### src/verilog/cfr_defs.svh
// constants for the current fault retry control core
// assumes one oscillator tick per enabled clock, timing scaled by tick period
`ifndef CFR_DEFS_SVH
`define CFR_DEFS_SVH
// times in microseconds at default timing capacitor
`define CFR_FLT_US 1550
`define CFR_POR_US 1550
`define CFR_LIMITON_US 12800
`define CFR_OFF_US 410000
`define CFR_CLK_MHZ 40
`define CFR_FLT_CYC (`CFR_FLT_US * `CFR_CLK_MHZ)
`define CFR_POR_CYC (`CFR_POR_US * `CFR_CLK_MHZ)
`define CFR_LIMITON_CYC (`CFR_LIMITON_US * `CFR_CLK_MHZ)
`define CFR_OFF_CYC (`CFR_OFF_US * `CFR_CLK_MHZ)
`define CFR_FAULT_LIMIT 7
`define CFR_CLEAR_MULT 2
`define CFR_CNT_W 32
`endif

### src/verilog/cfr_pkg.sv
// types for the current fault retry control core
// assumes cfr_defs.svh supplies the numeric constants
package cfr_pkg;
  typedef enum logic [2:0] {
    CFR_IDLE = 3'b000,
    CFR_POR = 3'b001,
    CFR_ON = 3'b010,
    CFR_OFF = 3'b011,
    CFR_LATCH = 3'b100
  } cfr_state_t;
  typedef struct packed {
    logic window;
    logic breaker;
    logic analogLimit;
    logic fastLimit;
    logic faultClear;
  } cfr_sense_t;
  typedef struct packed {
    logic gateEnable;
    logic regulate;
    logic fastPull;
    logic latched;
  } cfr_drive_t;
endpackage : cfr_pkg

### src/verilog/cfr_window_filter.sv
// supply window glitch filter, filters only the faulting edge
// assumes input already synchronised to clk
`timescale 1ns/1ps
module cfr_window_filter #(
  parameter int FLT_CYC = 62000
) (
  input wire logic clk,
  input wire logic nrst,
  input wire logic ce,
  input wire logic inWindow,
  output logic windowOk
);
  initial begin
    if (FLT_CYC < 1) $error("filter count too small");
  end
  logic [31:0] cnt;
  logic [31:0] next_cnt;
  logic next_windowOk;
  always_comb begin
    next_cnt = 32'h0;
    next_windowOk = windowOk;
    if (inWindow) begin
      next_windowOk = 1'b1;
    end else if (windowOk) begin
      next_cnt = cnt + 32'h1;
      if (cnt >= FLT_CYC - 1) begin
        next_windowOk = 1'b0;
        next_cnt = 32'h0;
      end
    end
  end
  always_ff @(posedge clk or negedge nrst) begin
    if (!nrst) begin
      cnt <= 32'h0;
      windowOk <= 1'b0;
    end else if (ce) begin
      cnt <= next_cnt;
      windowOk <= next_windowOk;
    end
  end
endmodule : cfr_window_filter

### src/verilog/cfr_core.sv
// current fault retry control core: gate drive supervision
// assumes comparator inputs are asynchronous, nrst comes from supply lockout
`timescale 1ns/1ps
`include "cfr_defs.svh"
module cfr_core
  import cfr_pkg::*;
#(
  parameter int FLT_CYC = `CFR_FLT_CYC,
  parameter int POR_CYC = `CFR_POR_CYC,
  parameter int LIMITON_CYC = `CFR_LIMITON_CYC,
  parameter int OFF_CYC = `CFR_OFF_CYC
) (
  input wire logic clk,
  input wire logic nrst,
  input wire logic ce,
  input wire cfr_sense_t senseIn,
  output cfr_drive_t drive,
  output logic [2:0] faultCount
);
  initial begin
    if (LIMITON_CYC < 1 || OFF_CYC < LIMITON_CYC || POR_CYC < 1) $error("bad timing parameters");
    if (`CFR_CLEAR_MULT * OFF_CYC > 32'h7FFFFFFF) $error("clear window too long");
  end
  localparam logic [31:0] CLEAR_CYC = 32'(`CFR_CLEAR_MULT * OFF_CYC);
  localparam logic [2:0] FAULT_LIMIT = 3'(`CFR_FAULT_LIMIT);

  // two stage synchronisers for asynchronous comparator levels
  cfr_sense_t syncA;
  cfr_sense_t syncB;
  always_ff @(posedge clk or negedge nrst) begin
    if (!nrst) begin
      syncA <= '0;
      syncB <= '0;
    end else if (ce) begin
      syncA <= senseIn;
      syncB <= syncA;
    end
  end

  logic windowOk;
  cfr_window_filter #(
    .FLT_CYC(FLT_CYC)
  ) uFilter (
    .clk(clk),
    .nrst(nrst),
    .ce(ce),
    .inWindow(syncB.window),
    .windowOk(windowOk)
  );

  cfr_state_t state;
  cfr_state_t next_state;
  logic [31:0] timer;
  logic [31:0] next_timer;
  logic [31:0] sinceTimeout;
  logic [31:0] next_sinceTimeout;
  logic windowArmed;
  logic next_windowArmed;
  logic faultPending;
  logic next_faultPending;
  logic [2:0] next_faultCount;
  cfr_drive_t next_drive;

  always_comb begin
    next_state = state;
    next_timer = timer;
    next_sinceTimeout = sinceTimeout;
    next_windowArmed = windowArmed;
    next_faultPending = faultPending;
    next_faultCount = faultCount;
    // clearing window runs from each limit-on timeout
    if (windowArmed) begin
      next_sinceTimeout = sinceTimeout + 32'h1;
      if (sinceTimeout >= CLEAR_CYC - 32'h1 && state != CFR_LATCH) begin
        next_faultCount = 3'h0;
        next_windowArmed = 1'b0;
      end
    end
    // a fault still counts until clear comparator confirms low current
    if (syncB.faultClear) begin
      next_faultPending = 1'b0;
    end
    unique case (state)
      CFR_IDLE: begin
        next_timer = 32'h0;
        if (windowOk) begin
          next_state = CFR_POR;
        end
      end
      CFR_POR: begin
        next_timer = timer + 32'h1;
        if (!windowOk) begin
          next_state = CFR_IDLE;
          next_timer = 32'h0;
        end else if (timer >= 32'(POR_CYC) - 32'h1) begin
          next_state = CFR_ON;
          next_timer = 32'h0;
        end
      end
      CFR_ON: begin
        if (!windowOk) begin
          next_state = CFR_IDLE;
          next_timer = 32'h0;
        end else if (syncB.breaker) begin
          next_timer = timer + 32'h1;
          if (timer >= 32'(LIMITON_CYC) - 32'h1) begin
            // fault registered at end of limit-on interval
            next_timer = 32'h0;
            next_sinceTimeout = 32'h0;
            next_windowArmed = 1'b1;
            next_faultPending = 1'b1;
            if (faultCount + 3'h1 >= FAULT_LIMIT && (faultPending || faultCount == 3'h0 || windowArmed)) begin
              next_faultCount = FAULT_LIMIT;
              next_state = CFR_LATCH;
            end else begin
              next_faultCount = faultCount + 3'h1;
              next_state = CFR_OFF;
            end
          end
        end else begin
          next_timer = 32'h0;
        end
      end
      CFR_OFF: begin
        next_timer = timer + 32'h1;
        if (timer >= 32'(OFF_CYC) - 32'h1) begin
          next_timer = 32'h0;
          next_state = windowOk ? CFR_ON : CFR_IDLE;
        end
      end
      CFR_LATCH: begin
        next_timer = 32'h0;
      end
      default: begin
        next_state = CFR_LATCH;
        next_timer = 32'h0;
      end
    endcase
    next_drive.latched = (next_state == CFR_LATCH);
    next_drive.gateEnable = (next_state == CFR_ON) && windowOk;
    // regulation loop stays on while limited inside limit-on, not switched off
    next_drive.regulate = next_drive.gateEnable && syncB.analogLimit;
    // fast path bypasses the timers: short circuits cannot wait
    next_drive.fastPull = syncB.fastLimit || !next_drive.gateEnable;
  end

  // asynchronous lockout reset restores all counters and timers
  always_ff @(posedge clk or negedge nrst) begin
    if (!nrst) begin
      state <= CFR_IDLE;
      timer <= 32'h0;
      sinceTimeout <= 32'h0;
      windowArmed <= 1'b0;
      faultPending <= 1'b0;
      faultCount <= 3'h0;
      drive <= '{gateEnable: 1'b0, regulate: 1'b0, fastPull: 1'b1, latched: 1'b0};
    end else if (ce) begin
      state <= next_state;
      timer <= next_timer;
      sinceTimeout <= next_sinceTimeout;
      windowArmed <= next_windowArmed;
      faultPending <= next_faultPending;
      faultCount <= next_faultCount;
      drive <= next_drive;
    end
  end
  // limit-on and off counts share one clock, so their ratio is set at build time only
endmodule : cfr_core

### config.mk
export PLATFORM = sky130hd
export DESIGN_NAME = cfr_core
export DESIGN_NICKNAME = d
export VERILOG_FILES = /design/src/verilog/cfr_pkg.sv /design/src/verilog/cfr_window_filter.sv /design/src/verilog/cfr_core.sv
export VERILOG_INCLUDE_DIRS = /design/src /design/src/verilog
export SDC_FILE = /design/constraint.sdc
export NUM_CORES = 1
export LEC_CHECK = 0
export BUFFER_PORTS_ARGS = -buffer_cell sky130_fd_sc_hd__buf_4
export CAP_MARGIN = 15
export CORE_MARGIN = 5
export CORE_UTILIZATION = 34
export DETAILED_ROUTE_END_ITERATION = 6
export GPL_TIMING_DRIVEN = 1
export PLACE_DENSITY_LB_ADDON = 0.25
export SLEW_MARGIN = 10
export SYNTH_ARGS = -nofsm -noshare
export SYNTH_HDL_FRONTEND = slang
export SYNTH_SLANG_ARGS = --single-unit
### constraint.sdc
create_clock -name clk -period 2.3 [get_ports clk]
set_clock_uncertainty 0.15 [all_clocks]
set_input_delay 0.23 -clock clk [delete_from_list [all_inputs] [get_ports clk]]
set_output_delay 0.23 -clock clk [all_outputs]
set_load 0.02 [all_outputs]
==> metrics.md, run 1 <==
| Metric | Value |
|---|---|
| Commonest non-fill, non-tap cell in the layout | `dfrtp_1` |
| Crit path cell chain | `ha_4 -> nand3_4 -> o211a_1 -> buf_4 -> buf_6 -> o311ai_4 -> buf_4 -> nand2_4 -> a211o_4 -> o32ai_2` |
| Top Family by Delay on Critical Path | `compound AO/OA/AOI/OAI gates` |
| WL final | `14.94 mm` |
| Layout cells sized above 1 | `0.2787` |
| Antenna violations before repair | `0` |
| Final worst slack | `-0.1036 ns` |
| Clk Latency, worst-skew pair | `0.42 ns` |
| Synth Flop Type | `dfrtp_1` |
| Detailed Place HPWL | `about 10 mm` |
| Worst slew margin | `0.5908` |
| FP Rows | `49` |
| CP max-delay cell | `dfrtp_1` |
| Ys async rst share | `1.000` |
| Crit start category | `flop` |
| Slew @ Worst Pin | `approximately 0.61 ns` |
| Die W | `144.4 µm` |
| Final-report hold violation count | `0` |
| RSZ-0062 raised after global routing | `yes` |
| Critical Path RT | `2.47 ns` |
| H-Tree Level Count | `4` |
| Final min period | `~2.4 ns` |
| CTS max path bufs | `2` |
| CP max stage delay | `0.39 ns` |
| Final Net Count | `758` |
| Pwr dens | `743.9 nW/µm²` |
| Syn_nets | `649` |
| Pins Over Slew Limit | `0` |
| Largest net degree at the start of global routing | `55` |
| Remaining antenna violation count after routing | `0` |
| Clk pin slew, worst setup/hold paths | `0.06 ns` |
| Yosys warning count | `0` |
| Residual DRC | `0` |
| Total GRT Usage | `0.1508` |
| Outcome | `finished, violations left` |
| Die area | `20860 µm²` |
| Via count | `5224` |
| Die Y | `144.4 µm` |
| Gpl congestion | `~0.83` |
| Avg Inst Size Synth | `between 9 and 10 µm²` |
| # setup viols final | `21` |
| Buf/Inv on CP | `3` |
| Num CTS Buffers | `17` |
| Maximum vdd drop | `568.4 µV` |
| Cell variety after synth | `66` |
| Drt pass-1 iters | `5` |
| CP most frequent cell | `buf_4` |
| Vias in the first global route | `5163` |
| Achievable Freq | `416.0 MHz` |
| Initial DRC Count | `238` |
| Placed cell count | `934` |
| Final cell count without fillers | `986` |
| CP arrival | `2.58 ns` |
| Antenna cells | `0` |
| Wire per inst | `15.15 µm` |
| P_leak | `3.550 nW` |
| MaxCap Viol Count | `0` |
| Area grow syn2layout | `34.69%` |
| Total negative slack | `-1.610 ns` |
| Hold Path Class | `input pin to async pin` |
| CTS tree | `yes` |
| Gr ovfl total | `0` |
| Post-Syn Instances | `635` |
| Port Buffers | `14` |
| Area contributors post-synth | `dfrtp_1, nand2_1, nor2_1` |
| Sequential-to-total area share from yosys stat | `0.4847` |
| Violated checks | `setup timing` |
| Via-per-instance ratio | `5.298` |
| CTS sink count | `119` |
| Initial Util | `0.3433` |
| Largest area contributor in the netlist | `dfrtp_1` |
| Top-area cell type share of the netlist area | `0.4805` |
| I/O pin count | `15` |
| CP max FO | `5` |
| Core Area | `17900 µm²` |
| Commonest cells after routing, fill and taps aside | `dfrtp_1, buf_4, nand2_1, nor2_1, nor2b_1` |
| CP Capture Type | `flop` |
| Root Buffer | `clkbuf_16` |
| Mapped Area | `~6000 µm²` |
| Setup CP Type | `flop to flop` |
| First-pass GRT wire length | `25.30 mm` |
| Final worst-path cycle share | `1.045` |
| Post-synth EDFFs | `0` |
| Yosys reg bits | `119` |
-- logic make-up after synthesis --
group / synth area share
flip-flops: 0.4847
adder cells (fa/ha/maj): 0.01221
XOR/XNOR: 0.04703
AND/OR/NAND/NOR: 0.2410
AO/OA/AOI/OAI: 0.1635
multiplexers: 0.02158
buffers and inverters: 0.02992
-- metrics by stage --
step / hold slack (ns) / setup WS [ns] / power (mW) / utilization / area [µm²]
after floorplan: -0.2156 / -0.02860 / 2.869 / - / 6171
after global placement: 0.1076 / -0.1079 / 3.261 / 0.3989 / 7142
after detailed placement: 0.1064 / -0.2166 / 3.283 / 0.3989 / 7142
after CTS: 0.2192 / -0.1347 / 6.118 / 0.4486 / 8031
after global routing: 0.2583 / -0.1946 / 6.428 / 0.4624 / 8278
final: 0.1996 / -0.1036 / 6.158 / 0.4624 / 8278
-- layout make-up --
type                    count  area [µm²]
fillers                  1692        9624
multi-input cells         473        3347
flip-flops and latches    119        2983
repair buffers            117        1012
clock buffers              18       439.2
well taps                 229       286.5
clock inverters            14       148.9
inverters                  16       61.31
-- state kept, by name, summed over array words and instances, names as in the netlist --
register / cells
timer: 32
state: 3
uFilter.cnt: 32
faultCount: 3
syncA: 5
uFilter.windowOk: 1
sinceTimeout: 32
drive: 4
windowArmed: 1
faultPending: 1
syncB: 5
-- metal layers --
metal	GRT usage	share of wire	vias to the layer above
li1	-	-	2539
met1	0.2038	0.47	2587
met2	0.2409	0.48	81
met3	0.03274	0.032	17
met4	0.05106	0.017	0
met5	0	0	-
-- synthesized netlist by cell type (2+ instances only) --
| master | instances |
|---|---|
| dfrtp_1 | 118 |
| nand2_1 | 62 |
| nor2_1 | 58 |
| o21ai_0 | 35 |
| nor2b_1 | 33 |
| nand3_1 | 30 |
| nor3_1 | 21 |
| xnor2_1 | 19 |
| clkbuf_1 | 18 |
| nand4_1 | 16 |
| inv_1 | 15 |
| xor2_1 | 14 |
| and3_1 | 13 |
| a21oi_1 | 11 |
| or3_1 | 11 |
| a211oi_1 | 10 |
| mux2_2 | 10 |
| nor4_1 | 10 |
| o31ai_1 | 10 |
| o2bb2ai_1 | 8 |
| a211o_1 | 7 |
| and4_1 | 7 |
| nand2b_1 | 7 |
| a21o_1 | 6 |
| and2_1 | 6 |
| buf_2 | 6 |
| ha_1 | 6 |
| a22o_1 | 5 |
| a221o_1 | 4 |
| a31oi_1 | 4 |
| nor3b_1 | 4 |
| a2111oi_0 | 3 |
| a41oi_1 | 3 |
| o211a_1 | 3 |
| o21a_1 | 3 |
| o22ai_1 | 3 |
| a21boi_0 | 2 |
| buf_4 | 2 |
| mux2i_1 | 2 |
| o32ai_1 | 2 |
| or2_2 | 2 |
| or4_1 | 2 |
-- path summary, 6_finish.rpt --
check	from	end	slack [ns]	cells past startpoint
min	nrst	sinceTimeout[30]$_DFFE_PN0P_	0.20	2
min reg2reg	uFilter.cnt[15]$_DFFE_PN0P_	uFilter.cnt[15]$_DFFE_PN0P_	0.33	1
min in group clk	uFilter.cnt[15]$_DFFE_PN0P_	uFilter.cnt[15]$_DFFE_PN0P_	0.33	1
max in group asynchronous	nrst	drive[1]$_DFFE_PN1P_	1.12	3
max reg2reg	timer[0]$_DFFE_PN0P_	drive[3]$_DFFE_PN0P_	-0.10	10
max	timer[0]$_DFFE_PN0P_	drive[3]$_DFFE_PN0P_	-0.10	10
-- report_power, final --
part           switching (mW)  internal [mW]
clock network            1.00           1.63
logic                   0.621          0.563
registers               0.122           2.22
-- timing repair --
action | in CTS | in global routing
endpoints found under the setup margin | 33 | 53
hold buffers | 7 | 0
gates resized for setup | 36 | 37
endpoints found under the hold margin | 49 | 0
pin swaps | 18 | 24
buffers inserted | 5 | 9
Power figures use the tool's default switching activity.
==> run 2: changes to the inputs <==
- ABC_AREA: default -> 1
==> run 2 against run 1 <==
  * The flow now finishes without violations
  * Setup slack gained 0.25 ns
  * Synthesized area grew 4.0%
  * Register-to-register slack gained 0.25 ns
  * Critical path depth grew 3
  * Critical path type unchanged
  * Largest cell class is now registers
  * Largest power group unchanged
==> metrics.md, run 2 <==
| Metric | Value |
|---|---|
| Area grow syn2layout | `17.43%` |
| Crit start category | `flop` |
| Final Net Count | `855` |
| Clk Latency, worst-skew pair | `just over 0.4 ns` |
| Layout cells sized above 1 | `0.1253` |
| Yosys warning count | `0` |
| Avg Inst Size Synth | `about 7.9 µm²` |
| Commonest cells after routing, fill and taps aside | `nand2_1, inv_1, dfrtp_1, nor2_1, nand3_1` |
| Top cells by count, synth | `nand2_1, inv_1, dfrtp_1` |
| Residual DRC | `0` |
| CTS max path bufs | `2` |
| Die area | `~22000 µm²` |
| Crit path cell chain | `ha_2 -> nand2_1 -> nor2_2 -> nand3_2 -> nand3_2 -> nand2_1 -> nand2_1 -> nand2_2 -> nor2_4 -> nand2_4 -> buf_6 -> o211ai_1 -> inv_1` |
| Mapped Area | `around 6400 µm²` |
| Post-synth EDFFs | `0` |
| P_leak | `approximately 3.5 nW` |
| Outcome | `finished clean` |
| Achievable Freq | `464.5 MHz` |
| Die Y | `between 100 and 150 µm` |
| Count leader, synth | `nand2_1` |
| Reg2Reg Setup Slack | `0.15 ns` |
| Vias in the first global route | `roughly 4.9k` |
| WL final | `13.55 mm` |
| CP max FO | `15` |
| Antenna violations before repair | `0` |
| Fillers | `1899` |
| CP Capture Type | `flop` |
| RR Startpoint | `timer[0]$_DFFE_PN0P_` |
| Setup CP Type | `flop to flop` |
| CP max stage delay | `0.40 ns` |
| Total GRT Usage | `0.1320` |
| Final min period | `2.153 ns` |
| CTS tree | `yes` |
| Area contributors post-synth | `dfrtp_1, nand2_1, inv_1` |
| CP most frequent cell | `nand2_1` |
| Post-CTS Setup Repair Bufs | `0` |
| Largest net degree at the start of global routing | `50` |
| Ys async rst share | `1.000` |
| Synth Flop Type | `dfrtp_1` |
| Top-area cell type share of the netlist area | `0.4621` |
| Final worst-path cycle share | `0.9360` |
| H-Tree Level Count | `4` |
| Via count | `5068` |
| DP Area | `between 6000 and 7000 µm²` |
| Worst slew margin | `0.6293` |
| Gpl congestion | `0.8166` |
| # setup viols final | `0` |
| CTS sink count | `119` |
| Commonest non-fill, non-tap cell in the layout | `nand2_1` |
| Hold Path Class | `input pin to async pin` |
| Regs by FF count | `sinceTimeout x32, timer x32, uFilter.cnt x32` |
| Antenna cells | `0` |
| First-pass GRT wire length | `23.36 mm` |
| Yosys reg bits | `119` |
| Core Area | `18580 µm²` |
| Syn_nets | `823` |
| Detailed Place HPWL | `9.494 mm` |
| CP arrival | `2.30 ns` |
| CP max-delay cell | `dfrtp_1` |
| R2r worst-path depth | `13` |
| Register area | `~3000 µm²` |
| I/O pin count | `15` |
| Placed cell count | `1050` |
| Largest area contributor in the netlist | `dfrtp_1` |
| Drt pass-1 iters | `5` |
| Fin util | `0.4038` |
| Gr ovfl total | `0` |
| Cell variety after synth | `40` |
| Initial DRC Count | `251` |
| Root Buffer | `clkbuf_16` |
| FP Rows | `50` |
| Num CTS Buffers | `17` |
| Remaining antenna violation count after routing | `0` |
| MaxCap Viol Count | `0` |
| Final hold slack | `0.1330 ns` |
| Clk pin slew, worst setup/hold paths | `0.06 ns` |
| Port Buffers | `14` |
| Critical Path RT | `2.45 ns` |
| Wire per inst | `12.45 µm` |
| Design area | `7503 µm²` |
| Initial Util | `0.3439` |
| Via-per-instance ratio | `4.658` |
| Maximum vdd drop | `482.7 µV` |
| Pwr dens | `675.4 nW/µm²` |
| Sequential-to-total area share from yosys stat | `0.4662` |
| Final-report hold violation count | `0` |
| Slew @ Worst Pin | `around 0.56 ns` |
| Worst flop-to-flop path endpoint | `sinceTimeout[12]$_DFFE_PN0P_` |
| RSZ-0062 raised after global routing | `yes` |
| Final cell count without fillers | `~1.1k` |
| Multi-input logic area | `2834 µm²` |
| Pins Over Slew Limit | `0` |
| Die W | `147.1 µm` |
| Post-Syn Instances | `809` |
==> run 2: cell count changes after synthesis, sizes merged, moves of 18 or more <==
cell / previous run / this run
o22ai: 3 / 29
nor2b: 33 / 0
xor2: 14 / 32
nand2: 62 / 192
inv: 15 / 133
nor2: 58 / 92
nand3: 30 / 63
==> run 2: routing by layer <==
layer | wire length [µm] | up-vias | global-route usage | part of all wire
li1 | - | 2656 | - | -
met2 | 5871 | 62 | 0.1963 | 0.43
met5 | 0 | - | 0 | 0
met1 | 7078 | 2342 | 0.1879 | 0.52
met4 | 137 | 0 | 0.04660 | 0.010
met3 | 461 | 8 | 0.03208 | 0.034
==> run 2: worst max path at each step <==
stage,start,to,slack [ns],cells past startpoint
finish,timer[0]$_DFFE_PN0P_,sinceTimeout[12]$_DFFE_PN0P_,0.15,13
global route,timer[0]$_DFFE_PN0P_,sinceTimeout[12]$_DFFE_PN0P_,-0.004,13
CTS,timer[0]$_DFFE_PN0P_,sinceTimeout[12]$_DFFE_PN0P_,0.10,13
detailed placement,timer[0]$_DFFE_PN0P_,sinceTimeout[12]$_DFFE_PN0P_,0.12,13
global placement,timer[0]$_DFFE_PN0P_,sinceTimeout[12]$_DFFE_PN0P_,0.17,13
floorplan,timer[0]$_DFFE_PN0P_,timer[22]$_DFFE_PN0P_,0.42,11
==> run 2: repair_timing <==
item | 4_1_cts | 5_1_grt
setup endpoints to repair | 0 | 14
resized for setup | 0 | 6
hold buffers | 6 | 0
endpoints found under the hold margin | 103 | 0
==> run 2: cell families (layout without fill, tap and decap cells) <==
kind of cell	Yosys count	count (layout)	synth area share
and+or+nand+nor	412	412	0.3014
AOI/OAI and AO/OA	82	82	0.07382
adders and majority gates	6	6	0.01175
DFF	119	119	0.4662
xor gates and xnor gates	38	38	0.05209
buffers and inverters	151	196	0.09321
muxes	1	1	0.001567
==> run 2: where the power goes <==
group	internal [mW]	switching [mW]
Clock	1.76	0.954
Sequential	2.13	0.0293
Combinational	0.0639	0.122
==> run 2: layout make-up <==
cell class,count,area share
Sequential cell,119,0.3970
Multi-Input combinational cell,539,0.3777
Inverter,133,0.06687
Clock buffer,21,0.06136
Tap cell,234,0.03902
Timing Repair Buffer,31,0.03852
Clock inverter,11,0.01951
==> run 2: metrics by stage <==
stage          setup TNS, ns  total power, mW  worst slack (ns)
6_report                   0            5.067            0.1473
5_1_grt            -0.004412            5.263         -0.004286
4_1_cts                    0            5.151            0.1038
3_5_place_dp               0            2.383            0.1227
3_3_place_gp               0            2.382            0.1712
2_1_floorplan              0            2.286            0.4209
==> run 2: critical path, delay by kind of cell, from the launching register on <==
kind	cells	cell delay, ns
flip-flops	1	0.40
buffers and inverters	2	0.26
AO/OA/AOI/OAI	1	0.09
adder cells (fa/ha/maj)	1	0.22
AND/OR/NAND/NOR	9	0.93
